--- src/fmr_map.vh ---
`ifndef FMR_MAP_VH
`define FMR_MAP_VH
// ----------------------------------------------------------------
// Timing
// ----------------------------------------------------------------
`define FMR_CLK_HZ        250000000
`define FMR_BAUD          9600
`define FMR_OVS           16
`define FMR_TICK_DIV      (`FMR_CLK_HZ / (`FMR_BAUD * `FMR_OVS))
`define FMR_SILENCE_BITS  35
`define FMR_SILENCE_TICKS (`FMR_SILENCE_BITS * `FMR_OVS)
`define FMR_SYNC_WAIT     2'h3
// ----------------------------------------------------------------
// Register indices
// ----------------------------------------------------------------
`define FMR_REG_RUN       16'h0001
`define FMR_REG_DEMAND    16'h0002
`define FMR_REG_RPM       16'h0006
`define FMR_REG_KNOB      16'h0007
`define FMR_REG_STATUS    16'h0009
`define FMR_REG_DEF_DEM   16'h000A
`define FMR_REG_APPLIED   16'h000C
`define FMR_REG_DEF_RUN   16'h000E
`define FMR_REG_EXT_V     16'h0018
// ----------------------------------------------------------------
// Reset values, limits and status fields
// ----------------------------------------------------------------
`define FMR_DEF_DEMAND    16'h0032
`define FMR_DEF_ENABLE    16'h0001
`define FMR_FACTORY_KEY   16'h00AA
`define FMR_MAX_PCT       16'h0064
`define FMR_MAX_RPM       16'h07D0
`define FMR_RPM_STEP      16'h0005
`define FMR_ST_LAMP       0
`define FMR_ST_RUN        1
`define FMR_ST_NET        2
`define FMR_ST_ANA        3
// ----------------------------------------------------------------
// External input scaling, 10 mV units
// ----------------------------------------------------------------
`define FMR_ANA_ON        10'h018
`define FMR_ANA_OFF       10'h013
`define FMR_ANA_FULL      10'h3DD
`define FMR_ANA_BASE      10'h016
`define FMR_ANA_SPAN      17'h003C7
`define FMR_ANA_GAIN      7'h62
// ----------------------------------------------------------------
// Protocol
// ----------------------------------------------------------------
`define FMR_FN_READ       8'h03
`define FMR_FN_WRITE      8'h06
`define FMR_EXC_FLAG      8'h80
`define FMR_EXC_FN        8'h01
`define FMR_EXC_ADDR      8'h02
`define FMR_EXC_VAL       8'h03
`define FMR_CRC_INIT      16'hFFFF
`define FMR_CRC_POLY      16'hA001
`define FMR_REQ_LEN       4'h8
`define FMR_EXC_LEN       8'h05
`endif

--- src/fmr_core.v ---
`timescale 1ns/1ps
// How it works
// - Mode bits pick knob or analog source
// - Bit one set always means network mode
// - Knob mode: demand rises with knob reading
// - Analog mode: demand from external voltage
// - Network mode: demand from register 2
// - Eight switches give binary slave address
// - Address zero accepted as silent broadcast
// - Address switches latched at power-up, switch 0 also read live for test output
// - Register 1 enables or disables motor in network mode
// - Power-up loads registers 1,2 from defaults
// - Register 6 returns quantised motor speed
// - Register 7 returns knob reading 0-1000
// - Register 24 returns external voltage reading
// - Register 12 returns applied drive level
// - Registers 10,14 nonvolatile, factory 50 and 1
// - Key 170 in 14 restores factory defaults
// - Link 9600 baud, 8 bits, no parity
// - Analog hysteresis 240/190 mV, scaled to 9.89 V
// - Speed in 5 rpm steps up to 2000
// - Test output selects demand or speed
// - Status lamps lit while speed at least 5 rpm
// - Line lamp follows receive line
`include "fmr_map.vh"
module fmr_core #(
  parameter TICK_DIV   = `FMR_TICK_DIV,
  parameter SIL_TICKS  = `FMR_SILENCE_TICKS,
  parameter QMAX       = 16
) (
  input  wire        clk_sys_i,
  input  wire        reset_n_i,
  input  wire [1:0]  mode_switch_bank_i,
  input  wire [7:0]  address_switch_bank_i,
  input  wire [9:0]  knob_reading_i,
  input  wire [9:0]  external_voltage_reading_i,
  input  wire [15:0] motor_rpm_i,
  input  wire [15:0] nv_default_demand_i,
  input  wire [15:0] nv_default_enable_i,
  input  wire        serial_rx_i,
  output wire        serial_tx_o,
  output reg         serial_drive_en_o,
  output reg         motor_run_o,
  output reg  [6:0]  drive_level_o,
  output reg  [10:0] test_level_o,
  output reg         status_lamp_o,
  output reg         external_status_lamp_o,
  output reg         line_activity_lamp_o,
  output reg         nv_save_o,
  output reg  [15:0] nv_default_demand_o,
  output reg  [15:0] nv_default_enable_o
);
  // ----------------------------------------------------------------
  // Functions
  // ----------------------------------------------------------------
  function [15:0] crc8;
    input [15:0] c;
    input [7:0]  d;
    integer      k;
    reg   [15:0] x;
    begin
      x = c ^ {8'h00, d};
      for (k = 0; k < 8; k = k + 1) begin
        x = x[0] ? ((x >> 1) ^ `FMR_CRC_POLY) : (x >> 1);
      end
      crc8 = x;
    end
  endfunction

  function rd_ok;
    input [15:0] a;
    begin
      case (a)
        `FMR_REG_RUN, `FMR_REG_DEMAND, `FMR_REG_RPM, `FMR_REG_KNOB,
        `FMR_REG_STATUS, `FMR_REG_DEF_DEM, `FMR_REG_APPLIED,
        `FMR_REG_DEF_RUN, `FMR_REG_EXT_V: rd_ok = 1'b1;
        default: rd_ok = 1'b0;
      endcase
    end
  endfunction

  // ----------------------------------------------------------------
  // Input synchronisers and power-up capture
  // ----------------------------------------------------------------
  reg [1:0]  mode_m, mode_s;
  reg [7:0]  addr_m, addr_s;
  reg        rx_m, rx_s;
  reg [1:0]  init_cnt;
  reg        ready;
  reg [7:0]  my_addr;
  reg [15:0] run_word, demand, def_demand, def_enable;

  always @(posedge clk_sys_i or negedge reset_n_i) begin
    if (!reset_n_i) begin
      mode_m <= 2'h0;
      mode_s <= 2'h0;
      addr_m <= 8'h00;
      addr_s <= 8'h00;
      rx_m   <= 1'b1;
      rx_s   <= 1'b1;
      line_activity_lamp_o <= 1'b0;
    end else begin
      mode_m <= mode_switch_bank_i;
      mode_s <= mode_m;
      addr_m <= address_switch_bank_i;
      addr_s <= addr_m;
      rx_m   <= serial_rx_i;
      rx_s   <= rx_m;
      // The lamp bypasses the frame logic so a dead core cannot hide wiring faults.
      line_activity_lamp_o <= ~rx_s;
    end
  end

  wire net_mode = mode_s[1];
  wire ana_mode = mode_s[0] & ~mode_s[1];

  // ----------------------------------------------------------------
  // Demand sources
  // ----------------------------------------------------------------
  reg         ana_on;
  wire [9:0]  v_in   = external_voltage_reading_i;
  wire [9:0]  v_off  = (v_in > `FMR_ANA_BASE) ? (v_in - `FMR_ANA_BASE) : 10'h000;
  wire [16:0] v_prod = v_off * `FMR_ANA_GAIN;
  wire [16:0] v_quo  = v_prod / `FMR_ANA_SPAN;
  wire [6:0]  v_pct  = (v_quo >= 17'h00062) ? 7'h63 : (v_quo[6:0] + 7'h01);
  wire [9:0]  k_div  = knob_reading_i / 10'h00A;
  reg  [6:0]  next_level;
  reg         next_run;

  always @* begin
    if (net_mode) begin
      next_run   = run_word[0];
      next_level = run_word[0] ? demand[6:0] : 7'h00;
    end else if (ana_mode) begin
      next_run   = ana_on;
      next_level = !ana_on ? 7'h00 :
                   (v_in >= `FMR_ANA_FULL) ? 7'h64 : v_pct;
    end else begin
      next_run   = 1'b1;
      next_level = (k_div > 10'h064) ? 7'h64 : k_div[6:0];
    end
  end

  // Speed is floored to the step grid; values below one step read as stopped.
  wire [15:0] rpm_cap = (motor_rpm_i > `FMR_MAX_RPM) ? `FMR_MAX_RPM : motor_rpm_i;
  wire [15:0] rpm_q   = (rpm_cap / `FMR_RPM_STEP) * `FMR_RPM_STEP;
  wire [15:0] status  = {12'h000, ana_mode, net_mode, motor_run_o, status_lamp_o};

  always @(posedge clk_sys_i or negedge reset_n_i) begin
    if (!reset_n_i) begin
      ana_on        <= 1'b0;
      motor_run_o   <= 1'b0;
      drive_level_o <= 7'h00;
      test_level_o  <= 11'h000;
      status_lamp_o <= 1'b0;
      external_status_lamp_o <= 1'b0;
    end else begin
      if (!ana_on && v_in > `FMR_ANA_ON)
        ana_on <= 1'b1;
      else if (ana_on && v_in < `FMR_ANA_OFF)
        ana_on <= 1'b0;
      motor_run_o   <= ready & next_run;
      drive_level_o <= ready ? next_level : 7'h00;
      status_lamp_o <= (rpm_q != 16'h0000);
      external_status_lamp_o <= (rpm_q != 16'h0000);
      if (!net_mode && !addr_s[0])
        test_level_o <= drive_level_o * 4'hA;
      else
        test_level_o <= rpm_q[10:0];
    end
  end

  // ----------------------------------------------------------------
  // Oversampling tick and receiver
  // ----------------------------------------------------------------
  reg [15:0] div_cnt;
  reg        tick;
  reg        rx_busy;
  reg [7:0]  rx_cnt;
  reg [7:0]  rx_sh;
  reg        rx_done;

  always @(posedge clk_sys_i or negedge reset_n_i) begin
    if (!reset_n_i) begin
      div_cnt <= 16'h0000;
      tick    <= 1'b0;
      rx_busy <= 1'b0;
      rx_cnt  <= 8'h00;
      rx_sh   <= 8'h00;
      rx_done <= 1'b0;
    end else begin
      tick    <= (div_cnt == TICK_DIV - 1);
      div_cnt <= (div_cnt == TICK_DIV - 1) ? 16'h0000 : div_cnt + 16'h0001;
      rx_done <= 1'b0;
      if (tick) begin
        if (!rx_busy) begin
          rx_busy <= ~rx_s;
          rx_cnt  <= 8'h00;
        end else begin
          rx_cnt <= rx_cnt + 8'h01;
          if (rx_cnt[3:0] == 4'h8) begin
            if (rx_cnt[7:4] == 4'h0 && rx_s)
              rx_busy <= 1'b0;
            else if (rx_cnt[7:4] >= 4'h1 && rx_cnt[7:4] <= 4'h8)
              rx_sh <= {rx_s, rx_sh[7:1]};
            else if (rx_cnt[7:4] == 4'h9) begin
              rx_busy <= 1'b0;
              rx_done <= rx_s;
            end
          end
        end
      end
    end
  end

  // ----------------------------------------------------------------
  // Frame collection and decode
  // ----------------------------------------------------------------
  reg [7:0]  rxb [0:7];
  reg [3:0]  rx_n;
  reg [15:0] rx_crc;
  reg [15:0] sil_cnt;
  reg        tx_act;
  reg [7:0]  tx_i, tx_len, t_fn, t_exc;
  reg [15:0] t_ra, t_qty, tx_crc;
  reg [9:0]  tx_sh;
  reg [3:0]  tx_tk, tx_b;

  wire [7:0]  f_adr = rxb[0];
  wire [7:0]  f_fn  = rxb[1];
  wire [15:0] f_ra  = {rxb[2], rxb[3]};
  wire [15:0] f_val = {rxb[4], rxb[5]};
  wire        f_ok  = (rx_n == `FMR_REQ_LEN) && (rx_crc == 16'h0000) &&
                      (f_adr == my_addr || f_adr == 8'h00);
  wire        f_end = (sil_cnt == SIL_TICKS) && (rx_n != 4'h0) && tick;

  reg [7:0]  p_exc;
  reg [15:0] pa;
  integer    i;
  integer    n;

  always @* begin
    p_exc = 8'h00;
    pa    = f_ra;
    if (f_fn == `FMR_FN_READ) begin
      if (f_val == 16'h0000 || f_val > QMAX)
        p_exc = `FMR_EXC_VAL;
      else begin
        for (i = 0; i < QMAX; i = i + 1) begin
          if (i < f_val && !rd_ok(pa))
            p_exc = `FMR_EXC_ADDR;
          pa = pa + 16'h0001;
        end
      end
    end else if (f_fn == `FMR_FN_WRITE) begin
      case (f_ra)
        `FMR_REG_RUN:
          p_exc = (f_val > 16'h0001) ? `FMR_EXC_VAL : 8'h00;
        `FMR_REG_DEF_RUN:
          p_exc = (f_val > 16'h0001 && f_val != `FMR_FACTORY_KEY) ? `FMR_EXC_VAL : 8'h00;
        `FMR_REG_DEMAND, `FMR_REG_DEF_DEM:
          p_exc = (f_val > `FMR_MAX_PCT) ? `FMR_EXC_VAL : 8'h00;
        default:
          p_exc = `FMR_EXC_ADDR;
      endcase
    end else
      p_exc = `FMR_EXC_FN;
  end

  always @(posedge clk_sys_i or negedge reset_n_i) begin
    if (!reset_n_i) begin
      rx_n    <= 4'h0;
      rx_crc  <= `FMR_CRC_INIT;
      sil_cnt <= 16'h0000;
      for (n = 0; n < 8; n = n + 1)
        rxb[n] <= 8'h00;
    end else begin
      if (rx_busy || !rx_s)
        sil_cnt <= 16'h0000;
      else if (tick && sil_cnt != SIL_TICKS)
        sil_cnt <= sil_cnt + 16'h0001;
      // Bytes heard while answering are dropped; the link is half duplex.
      if (rx_done && !tx_act && ready) begin
        if (rx_n < `FMR_REQ_LEN)
          rxb[rx_n[2:0]] <= rx_sh;
        if (rx_n <= `FMR_REQ_LEN)
          rx_n <= rx_n + 4'h1;
        rx_crc <= crc8(rx_crc, rx_sh);
      end else if (f_end) begin
        rx_n   <= 4'h0;
        rx_crc <= `FMR_CRC_INIT;
      end
    end
  end

  // ----------------------------------------------------------------
  // Register bank, power-up load and writes
  // ----------------------------------------------------------------
  wire do_wr = f_end && f_ok && f_fn == `FMR_FN_WRITE && p_exc == 8'h00;

  always @(posedge clk_sys_i or negedge reset_n_i) begin
    if (!reset_n_i) begin
      init_cnt   <= 2'h0;
      ready      <= 1'b0;
      my_addr    <= 8'h00;
      run_word   <= 16'h0000;
      demand     <= 16'h0000;
      def_demand <= `FMR_DEF_DEMAND;
      def_enable <= `FMR_DEF_ENABLE;
      nv_save_o  <= 1'b0;
      nv_default_demand_o <= `FMR_DEF_DEMAND;
      nv_default_enable_o <= `FMR_DEF_ENABLE;
    end else begin
      nv_save_o <= 1'b0;
      if (!ready) begin
        init_cnt <= init_cnt + 2'h1;
        if (init_cnt == `FMR_SYNC_WAIT) begin
          ready   <= 1'b1;
          my_addr <= addr_s;
          if (nv_default_enable_i == `FMR_FACTORY_KEY) begin
            def_demand <= `FMR_DEF_DEMAND;
            def_enable <= `FMR_DEF_ENABLE;
            run_word   <= `FMR_DEF_ENABLE;
            demand     <= `FMR_DEF_DEMAND;
            nv_save_o  <= 1'b1;
            nv_default_demand_o <= `FMR_DEF_DEMAND;
            nv_default_enable_o <= `FMR_DEF_ENABLE;
          end else begin
            def_demand <= nv_default_demand_i;
            def_enable <= nv_default_enable_i;
            run_word   <= nv_default_enable_i;
            demand     <= nv_default_demand_i;
          end
        end
      end else if (do_wr) begin
        case (f_ra)
          `FMR_REG_RUN:    run_word <= f_val;
          `FMR_REG_DEMAND: demand   <= f_val;
          `FMR_REG_DEF_DEM: begin
            def_demand <= f_val;
            nv_default_demand_o <= f_val;
            nv_save_o <= 1'b1;
          end
          default: begin
            def_enable <= f_val;
            nv_default_enable_o <= f_val;
            nv_save_o <= 1'b1;
          end
        endcase
      end
    end
  end

  // ----------------------------------------------------------------
  // Reply transmitter
  // ----------------------------------------------------------------
  reg  [7:0]  tx_byte;
  reg  [15:0] tx_reg;
  reg  [15:0] tx_word;
  wire [7:0]  tx_j = tx_i - 8'h03;

  // Read mux kept out of a function so that every live source is in the sensitivity list.
  always @* begin
    case (tx_reg)
      `FMR_REG_RUN:     tx_word = run_word;
      `FMR_REG_DEMAND:  tx_word = demand;
      `FMR_REG_RPM:     tx_word = rpm_q;
      `FMR_REG_KNOB:    tx_word = {6'h00, knob_reading_i};
      `FMR_REG_STATUS:  tx_word = status;
      `FMR_REG_DEF_DEM: tx_word = def_demand;
      `FMR_REG_APPLIED: tx_word = {9'h000, drive_level_o};
      `FMR_REG_DEF_RUN: tx_word = def_enable;
      `FMR_REG_EXT_V:   tx_word = {6'h00, v_in};
      default:          tx_word = 16'h0000;
    endcase
  end

  always @* begin
    tx_reg = t_ra + {9'h000, tx_j[7:1]};
    if (tx_i == tx_len - 8'h02)
      tx_byte = tx_crc[7:0];
    else if (tx_i == tx_len - 8'h01)
      tx_byte = tx_crc[15:8];
    else if (tx_i == 8'h00)
      tx_byte = my_addr;
    else if (tx_i == 8'h01)
      tx_byte = (t_exc != 8'h00) ? (t_fn | `FMR_EXC_FLAG) : t_fn;
    else if (t_exc != 8'h00)
      tx_byte = t_exc;
    else if (t_fn == `FMR_FN_WRITE)
      tx_byte = rxb[tx_i[2:0]];
    else if (tx_i == 8'h02)
      tx_byte = {t_qty[6:0], 1'b0};
    else
      tx_byte = tx_j[0] ? tx_word[7:0] : tx_word[15:8];
  end

  assign serial_tx_o = tx_sh[0];

  always @(posedge clk_sys_i or negedge reset_n_i) begin
    if (!reset_n_i) begin
      tx_act  <= 1'b0;
      tx_i    <= 8'h00;
      tx_len  <= 8'h00;
      t_fn    <= 8'h00;
      t_exc   <= 8'h00;
      t_ra    <= 16'h0000;
      t_qty   <= 16'h0000;
      tx_crc  <= `FMR_CRC_INIT;
      tx_sh   <= 10'h3FF;
      tx_tk   <= 4'h0;
      tx_b    <= 4'hA;
      serial_drive_en_o <= 1'b0;
    end else if (!tx_act) begin
      // Broadcasts are obeyed but never answered, so nodes do not collide.
      if (f_end && f_ok && f_adr != 8'h00) begin
        tx_act <= 1'b1;
        tx_i   <= 8'h00;
        tx_b   <= 4'hA;
        tx_crc <= `FMR_CRC_INIT;
        t_fn   <= f_fn;
        t_exc  <= p_exc;
        t_ra   <= f_ra;
        t_qty  <= f_val;
        serial_drive_en_o <= 1'b1;
        if (p_exc != 8'h00)
          tx_len <= `FMR_EXC_LEN;
        else if (f_fn == `FMR_FN_READ)
          tx_len <= 8'h05 + {f_val[6:0], 1'b0};
        else
          tx_len <= 8'h08;
      end
    end else if (tick) begin
      if (tx_b == 4'hA) begin
        if (tx_i == tx_len) begin
          tx_act <= 1'b0;
          serial_drive_en_o <= 1'b0;
        end else begin
          tx_sh <= {1'b1, tx_byte, 1'b0};
          if (tx_i < tx_len - 8'h02)
            tx_crc <= crc8(tx_crc, tx_byte);
          tx_i  <= tx_i + 8'h01;
          tx_b  <= 4'h0;
          tx_tk <= 4'h0;
        end
      end else begin
        tx_tk <= tx_tk + 4'h1;
        if (tx_tk == 4'hF) begin
          tx_sh <= {1'b1, tx_sh[9:1]};
          tx_b  <= tx_b + 4'h1;
        end
      end
    end
  end

endmodule

--- config.mk ---
export PLATFORM = sky130hd
export DESIGN_NAME = fmr_core
export DESIGN_NICKNAME = d
export VERILOG_FILES = /design/src/fmr_core.v
export VERILOG_INCLUDE_DIRS = /design/src
export SDC_FILE = /design/constraint.sdc
export NUM_CORES = 1
export LEC_CHECK = 0
export BUFFER_PORTS_ARGS = -buffer_cell sky130_fd_sc_hd__buf_2
export CAP_MARGIN = 15
export CORE_ASPECT_RATIO = 0.9
export CORE_MARGIN = 2
export CORE_UTILIZATION = 25
export CTS_CLUSTER_SIZE = 14
export DETAILED_ROUTE_END_ITERATION = 7
export SKIP_LAST_GASP = 1
export SLEW_MARGIN = 20
export SYNTH_ARGS = -nofsm -noshare
export SYNTH_HDL_FRONTEND = slang
export SYNTH_SLANG_ARGS = --single-unit
--- constraint.sdc ---
create_clock -name clk_sys_i -period 28.1 [get_ports clk_sys_i]
set_clock_uncertainty 0.15 [all_clocks]
set_input_delay 5.62 -clock clk_sys_i [delete_from_list [all_inputs] [get_ports clk_sys_i]]
set_output_delay 5.62 -clock clk_sys_i [all_outputs]
set_load 0.01 [all_outputs]
==> results.md, run 1 <==
* Status: complete, no violations
* Post-Synthesis Cells at 3941
* Syn Area/Cell at 8.192 um2
* Non-Filler Instances at 5716
* 1st-pass router iterations at 8
* Routed vias at 30490
* Max FO, Critical Path at 16
* Int Power at 0.001911 W
* Antenna violations before repair at 8
* CTS tree: built
* FF-to-FF Start: f_ra[2]
* Min-Delay Path Depth at 0
* Layout Nets at 4187
* Combinational group share of total power at 68.1%
* Max VDD drop at 226.1 uV
* Critical Path RT at 28410 ps
* Fin util at 28.30%
* Antenna-violating nets left at 0
* Initial Util at 25.11%
* Count of cell types in the netlist at 117
* Tightest Pin Transition at 1167 ps
* Crit Path Category: in -> reg
* R2R cell count at 32
* Cells after DPL at 5630
* Fillers at 13700
* Post-DP HPWL at 81210 um
* Leak at 15.18 nW
* Via density at 5.334
* Reg clk slew, reported paths at 60 ps
* Slowest stage delay, CP at 840 ps
* Chip width at 382.8 um
* Pin count of the biggest net entering global routing at 163
* Std cell rows at 125
* I/O pin count at 138
* R2r setup slk at 15510 ps
* Ys async rst share at 100.0%
* Remaining DRCs at 0
* Hold worst-path end: addr_s[0]
* Sw Ratio at 50.55%
* Initial DRC Count at 3096
* GR Util All Layers at 15.76%
* Area grow syn2layout at 12.69%
* Hold_buf cts at 0
* Sink Count at 371
* Final min period at 19790 ps
* Crit-path slowest cell: o21ai_1
* Flop pwr share at 15.0%
* Final Max Slew Viols at 0
* Max Root-Sink Buffers at 3
* Synthesis-stage register bit count at 371
* Crit path DAT at 20100 ps
* Power density cells at 106.2 nW/um2
* Total Die Area at 132000 um2
* # H-tree levels at 2
* Yosys warning total at 0
* Hold path start: addr_m[0]
* Core area at 128600 um2
* RD Place Congestion at 0.8963
* Unrepaired setup endpoints after global routing: false
* Final hold violations at 0
* EDFF count, synth at 0
* Grt ovf at 0
* Clk_lat worst skew at 600 ps
* Postcts setup bufs at 0
* First-pass GRT wire length at 168400 um
* Setup tns final at 0 ps
* Buffers on Ports at 137
* Synthesized area at 32280 um2
* Post-synthesis sequential area ratio at 28.96%
* Post-synth top flop: dfrtp_1
* TritonCTS Buffers at 44
* Crit start category: input pin
* P_sw at 0.001953 W
* Vias in the first global route at 28360
* Routed len/inst at 18.92 um
* Fmax achieved at 50.52 MHz
* CTS root buffer: clkbuf_16
* Die Y at 344.9 um
* Setup Viol. Count Final at 0
* Post-CTS sizing at 0
* Slew headroom at 21.50%
* Worst flop-to-flop path endpoint: demand[7]
* Routed Wire Length at 108200 um
* Period utilization at 70.44%
* Clock share of power at 16.9%
* Setup crit end kind: flip-flop
* Max-Cap Viols at 0
* Share of layout cells above drive strength 1 at 12.35%
* HP Class: reg -> reg
-- cell usage in the layout, fill, tap and decap left out, drive strengths merged, types with 50 or more instances in the layout --
cell and n:
a21oi 226, a31oi 58, and2 50, and3 64, buf 175, clkbuf 59
dfrtp 318, dfstp 53, ha 135, inv 135, mux2 84, mux2i 73
nand2 489, nand3 146, nand4 57, nor2 333, nor3 138, o21ai 238
xnor2 239, xor2 115
-- cells in the mapped netlist, types with 20 or more instances --
library cell / number / area (um2)
a211oi_1: 45 / 337.8
a21o_1: 30 / 225.2
a21oi_1: 221 / 1106
a221o_1: 21 / 210.2
a221oi_1: 23 / 201.4
a22oi_1: 35 / 262.8
a31oi_1: 55 / 344.1
and2_1: 48 / 300.3
and3_1: 64 / 400.4
and4_1: 21 / 183.9
buf_2: 26 / 130.1
clkbuf_1: 169 / 634.4
dfrtp_1: 318 / 7958
dfstp_2: 53 / 1393
ha_1: 135 / 1689
inv_1: 130 / 488.0
mux2_2: 84 / 945.9
mux2i_1: 72 / 720.7
nand2_1: 487 / 1828
nand2b_1: 37 / 231.5
nand3_1: 146 / 730.7
nand4_1: 57 / 356.6
nor2_1: 331 / 1242
nor2b_1: 32 / 200.2
nor3_1: 135 / 675.7
nor4_1: 43 / 269.0
o211ai_1: 41 / 307.8
o21ai_0: 193 / 965.9
o21ai_1: 44 / 220.2
o22ai_1: 22 / 137.6
o31ai_1: 22 / 165.2
or3_1: 30 / 187.7
or4_1: 20 / 150.1
xnor2_1: 231 / 2023
xor2_1: 110 / 963.4
-- per-stage QoR --
stage	total power, W	worst slack (ps)	area [um2]	hold WS (ps)
3_3_place_gp	0.003154	8446	34670	185.2
3_5_place_dp	0.003136	8051	34680	190.2
5_1_grt	0.004156	7209	36380	212.1
6_report	0.003863	8307	36380	202.8
2_1_floorplan	0.002550	11010	32310	181.2
4_1_cts	0.003816	8620	36340	204.1
-- power groups by stage --
stage / clock (W) / sequential (W) / combinational (W)
after floorplan: 0 / 0.000577 / 0.00197
after global placement: 0 / 0.000586 / 0.00257
after detailed placement: 0 / 0.000586 / 0.00255
after CTS: 0.000667 / 0.000577 / 0.00257
after global routing: 0.000686 / 0.000578 / 0.00289
final: 0.000653 / 0.000579 / 0.00263
-- metal layers --
layer	track usage, %	vias up	wire length [um]	share of wire [%]
met3	1.979	145	7635	7.1
met4	3.839	10	2322	2.1
met2	24.94	1193	48540	45
met1	22.67	14730	49600	46
li1	-	14410	-	-
met5	0	-	62	0.057
-- logic make-up after synthesis --
kind of cell,after synthesis,synth area share (%)
AND/OR/NAND/NOR,1555,23.75
AO/OA/AOI/OAI,994,20.75
adder cells (fa/ha/maj),146,5.821
other,1,0.01162
multiplexers,173,6.321
XOR/XNOR,359,10.26
flip-flops,371,28.96
buffers and inverters,342,4.124
-- how the worst max path moves through the flow --
stage / slack [ps] / from / cells after the start / to
after floorplan: 11010 / external_voltage_reading_i[5] / 50 / drive_level_o[5]
after global placement: 8450 / external_voltage_reading_i[1] / 50 / drive_level_o[2]
after detailed placement: 8050 / external_voltage_reading_i[1] / 50 / drive_level_o[2]
after CTS: 8620 / external_voltage_reading_i[1] / 49 / drive_level_o[2]
after global routing: 7210 / external_voltage_reading_i[1] / 49 / drive_level_o[1]
final: 8310 / external_voltage_reading_i[1] / 49 / drive_level_o[1]
-- critical path: cells and delay by family --
family                   cells  cell delay [ps]
AO/OA/AOI/OAI               19             5580
AND/OR/NAND/NOR             11             2980
XOR/XNOR                     4             2110
adder cells (fa/ha/maj)      6             1900
multiplexers                 3             1040
buffers and inverters        6              860
-- cell type report --
class                      instances  area (um2)  area share (%)
antenna                            3       7.507         0.02063
clock inverter                    23       365.4           1.004
timing repair buffer             175        1013           2.786
tap                             1714        2145           5.894
multi-input combinational       3236       21700           59.65
clock buffer                      59        1291           3.549
sequential                       371        9351           25.70
inverter                         135       506.7           1.393
Note: power is estimated with default switching activity, not from simulation.
==> run 2, diff against run 1 <==
==> constraint.sdc (replaced) <==
create_clock -name clk_sys_i -period 19.4 [get_ports clk_sys_i]
set_clock_uncertainty 0.15 [all_clocks]
set_input_delay 3.88 -clock clk_sys_i [delete_from_list [all_inputs] [get_ports clk_sys_i]]
set_output_delay 3.88 -clock clk_sys_i [all_outputs]
set_load 0.01 [all_outputs]
==> run 2 against run 1 <==
  * Via count grew 0.37%
  * Largest cell class unchanged
  * Clock-buffer cell count grew 3
  * Worst hold slack lost 6.2 ps
  * Die area is the same
  * Combinational power is 45% higher
  * First-iteration DRC count down 5.6%
==> results.md, run 2 (synthesized netlist as in run 1, its figures left out) <==
* Routed vias at 30610 (+0.37%)
* Initial DRC Count at 2924 (-5.6%)
* Overall Power at 0.005519 W (+43%)
* Hold_buf cts at 0 (unchanged)
* Crit start category: input pin
* Setup crit end kind: flip-flop
* Fmax achieved at 56.86 MHz
* GR Util met1 at 22.31% (-0.36 points)
* Leak at 15.10 nW (-0.57%)
* Unrepaired setup endpoints after global routing: false
* Routed len/inst at 18.86 um (-0.32%)
* I/O pin count at 138 (unchanged)
* GRT met2 Usage at 24.99% (+0.053 points)
* Status: complete, no violations
* Reg clk slew, reported paths at 60 ps (about the same)
* TritonCTS Buffers at 44 (unchanged)
* Register area at 9351 um2 (unchanged)
* Vias in the first global route at 28680 (+1.1%)
* Core area at 128600 um2 (unchanged)
* Tightest Pin Transition at 1078 ps (-89.47 ps)
* Area grow syn2layout at 12.17%
* Non-Filler Instances at 5715 (-0.017%)
* Clk_lat worst skew at 600 ps (about the same)
* Routed Wire Length at 107800 um (-0.34%)
* Max Root-Sink Buffers at 3 (unchanged)
* CTS root buffer: clkbuf_16
* # H-tree levels at 2 (unchanged)
* Sw Ratio at 50.97% (+0.43 points)
* Final hold violations at 0 (unchanged)
* Max VDD drop at 395.6 uV (+75%)
* Std cell rows at 125 (unchanged)
* Antenna violations before repair at 6 (-2)
* Max FO, Critical Path at 18 (+2)
* Layout Nets at 4186 (-0.024%)
* Antenna-violating nets left at 0 (unchanged)
* Chip width at 382.8 um (unchanged)
* Int Power at 0.002706 W (+42%)
* Pin count of the biggest net entering global routing at 117 (-28%)
* Share of layout cells above drive strength 1 at 12.21% (-0.15 points)
* Slowest stage delay, CP at 710 ps (-130 ps)
* Most frequent cells in the layout: nand2_1 (487), nor2_1 (330), dfrtp_1 (317)
* CTS tree: built
* Setup Viol. Count Final at 0 (unchanged)
* GRT met3 Usage at 2.023% (+0.044 points)
* Max-Cap Viols at 0 (unchanged)
* Combinational group share of total power at 69.1% (+1.0 points)
* Multi-input logic area at 21710 um2 (about the same)
* Slew headroom at 28.13% (+6.6 points)
* RD Place Congestion at 0.8877 (-0.96%)
* Buffers on Ports at 137 (unchanged)
* Die Y at 344.9 um (unchanged)
* 1st-pass router iterations at 6 (-2)
* Via density at 5.355 (+0.39%)
* Power density cells at 152.4 nW/um2 (+44%)
* Setup tns final at 0 ps (unchanged)
* Final Max Slew Viols at 0 (unchanged)
* Grt ovf at 0 (unchanged)
* Crit path DAT at 17940 ps (-2160 ps)
* Period utilization at 90.65%
* Cells after DPL at 5629 (-0.018%)
* Critical Path RT at 19750 ps (-8660 ps)
* Postcts setup bufs at 0 (unchanged)
* Post-DP HPWL at 81370 um (+0.20%)
* Flop pwr share at 15.2% (+0.2 points)
* Sink Count at 371 (unchanged)
* Most common cell after layout, fill and taps aside: nand2_1
* First-pass GRT wire length at 168300 um (about the same)
* Min Hold Slack at 196.6 ps (-6.205 ps)
* Crit Path Category: in -> reg
* Remaining DRCs at 0 (unchanged)
* Total Die Area at 132000 um2 (unchanged)
* HP Class: reg -> reg
* GR peak layer: met2
* Crit-path slowest cell: or4_1
* P_sw at 0.002813 W (+44%)
* GR Util All Layers at 15.74% (-0.017 points)
* Final min period at 17590 ps
* Initial Util at 25.11% (unchanged)
* Clock share of power at 15.7% (-1.2 points)
* Fillers at 13790 (+0.60%)
* Post-CTS sizing at 0 (unchanged)
[run 2: worst max-delay path: cells and delay by family]
family                   cells  cell delay [ps]
adder cells (fa/ha/maj)      6             2030
AO/OA/AOI/OAI               16             5360
AND/OR/NAND/NOR             17             5240
buffers and inverters        7              940
XOR/XNOR                     1              200
multiplexers                 1              250
[run 2: per-stage QoR]
| step | cell area (um2) | utilization (%) | worst slack, ps |
|---|---|---|---|
| after floorplan | 32310 | - | 4052 |
| after global placement | 34650 | 26.95 | 1830 |
| after detailed placement | 34660 | 26.96 | 1513 |
| after CTS | 36160 | 28.12 | 2110 |
| after global routing | 36210 | 28.16 | 689.6 |
| final | 36210 | 28.17 | 1813 |
[run 2: area by class of cell]
| type | count | area share, % |
|---|---|---|
| clock inverter | 20 | 0.6530 |
| antenna | 3 | 0.02073 |
| clock buffer | 62 | 3.486 |
| sequential | 371 | 25.82 |
| inverter | 135 | 1.399 |
| multi-input combinational | 3236 | 59.95 |
| tap | 1714 | 5.922 |
| timing repair buffer | 174 | 2.743 |
[run 2: power by group through the flow]
stage / clock [W] / sequential [W] / combinational (W)
after global placement: 0 / 0.000850 / 0.00371
after detailed placement: 0 / 0.000849 / 0.00370
final: 0.000869 / 0.000837 / 0.00381
after floorplan: 0 / 0.000836 / 0.00286
after CTS: 0.000890 / 0.000836 / 0.00372
after global routing: 0.000920 / 0.000838 / 0.00421
[run 2: metal layers]
layer,up-vias,wire length [um]
li1,14410,-
met1,14960,49830
met2,1043,48090
met3,182,6883
met4,10,2939
met5,-,57
[run 2: final timing paths]
path,cells past startpoint,startpoint,slack (ps),endpoint
setup / recovery,48,external_voltage_reading_i[1],1810,drive_level_o[3]
hold / removal,0,addr_m[2],200,addr_s[2]
setup reg to reg,32,f_ra[2],7070,def_enable[5]
hold reg to reg,0,addr_m[2],200,addr_s[2]
max in group asynchronous,3,reset_n_i,13420,ready
min in group asynchronous,1,reset_n_i,3220,addr_m[0]
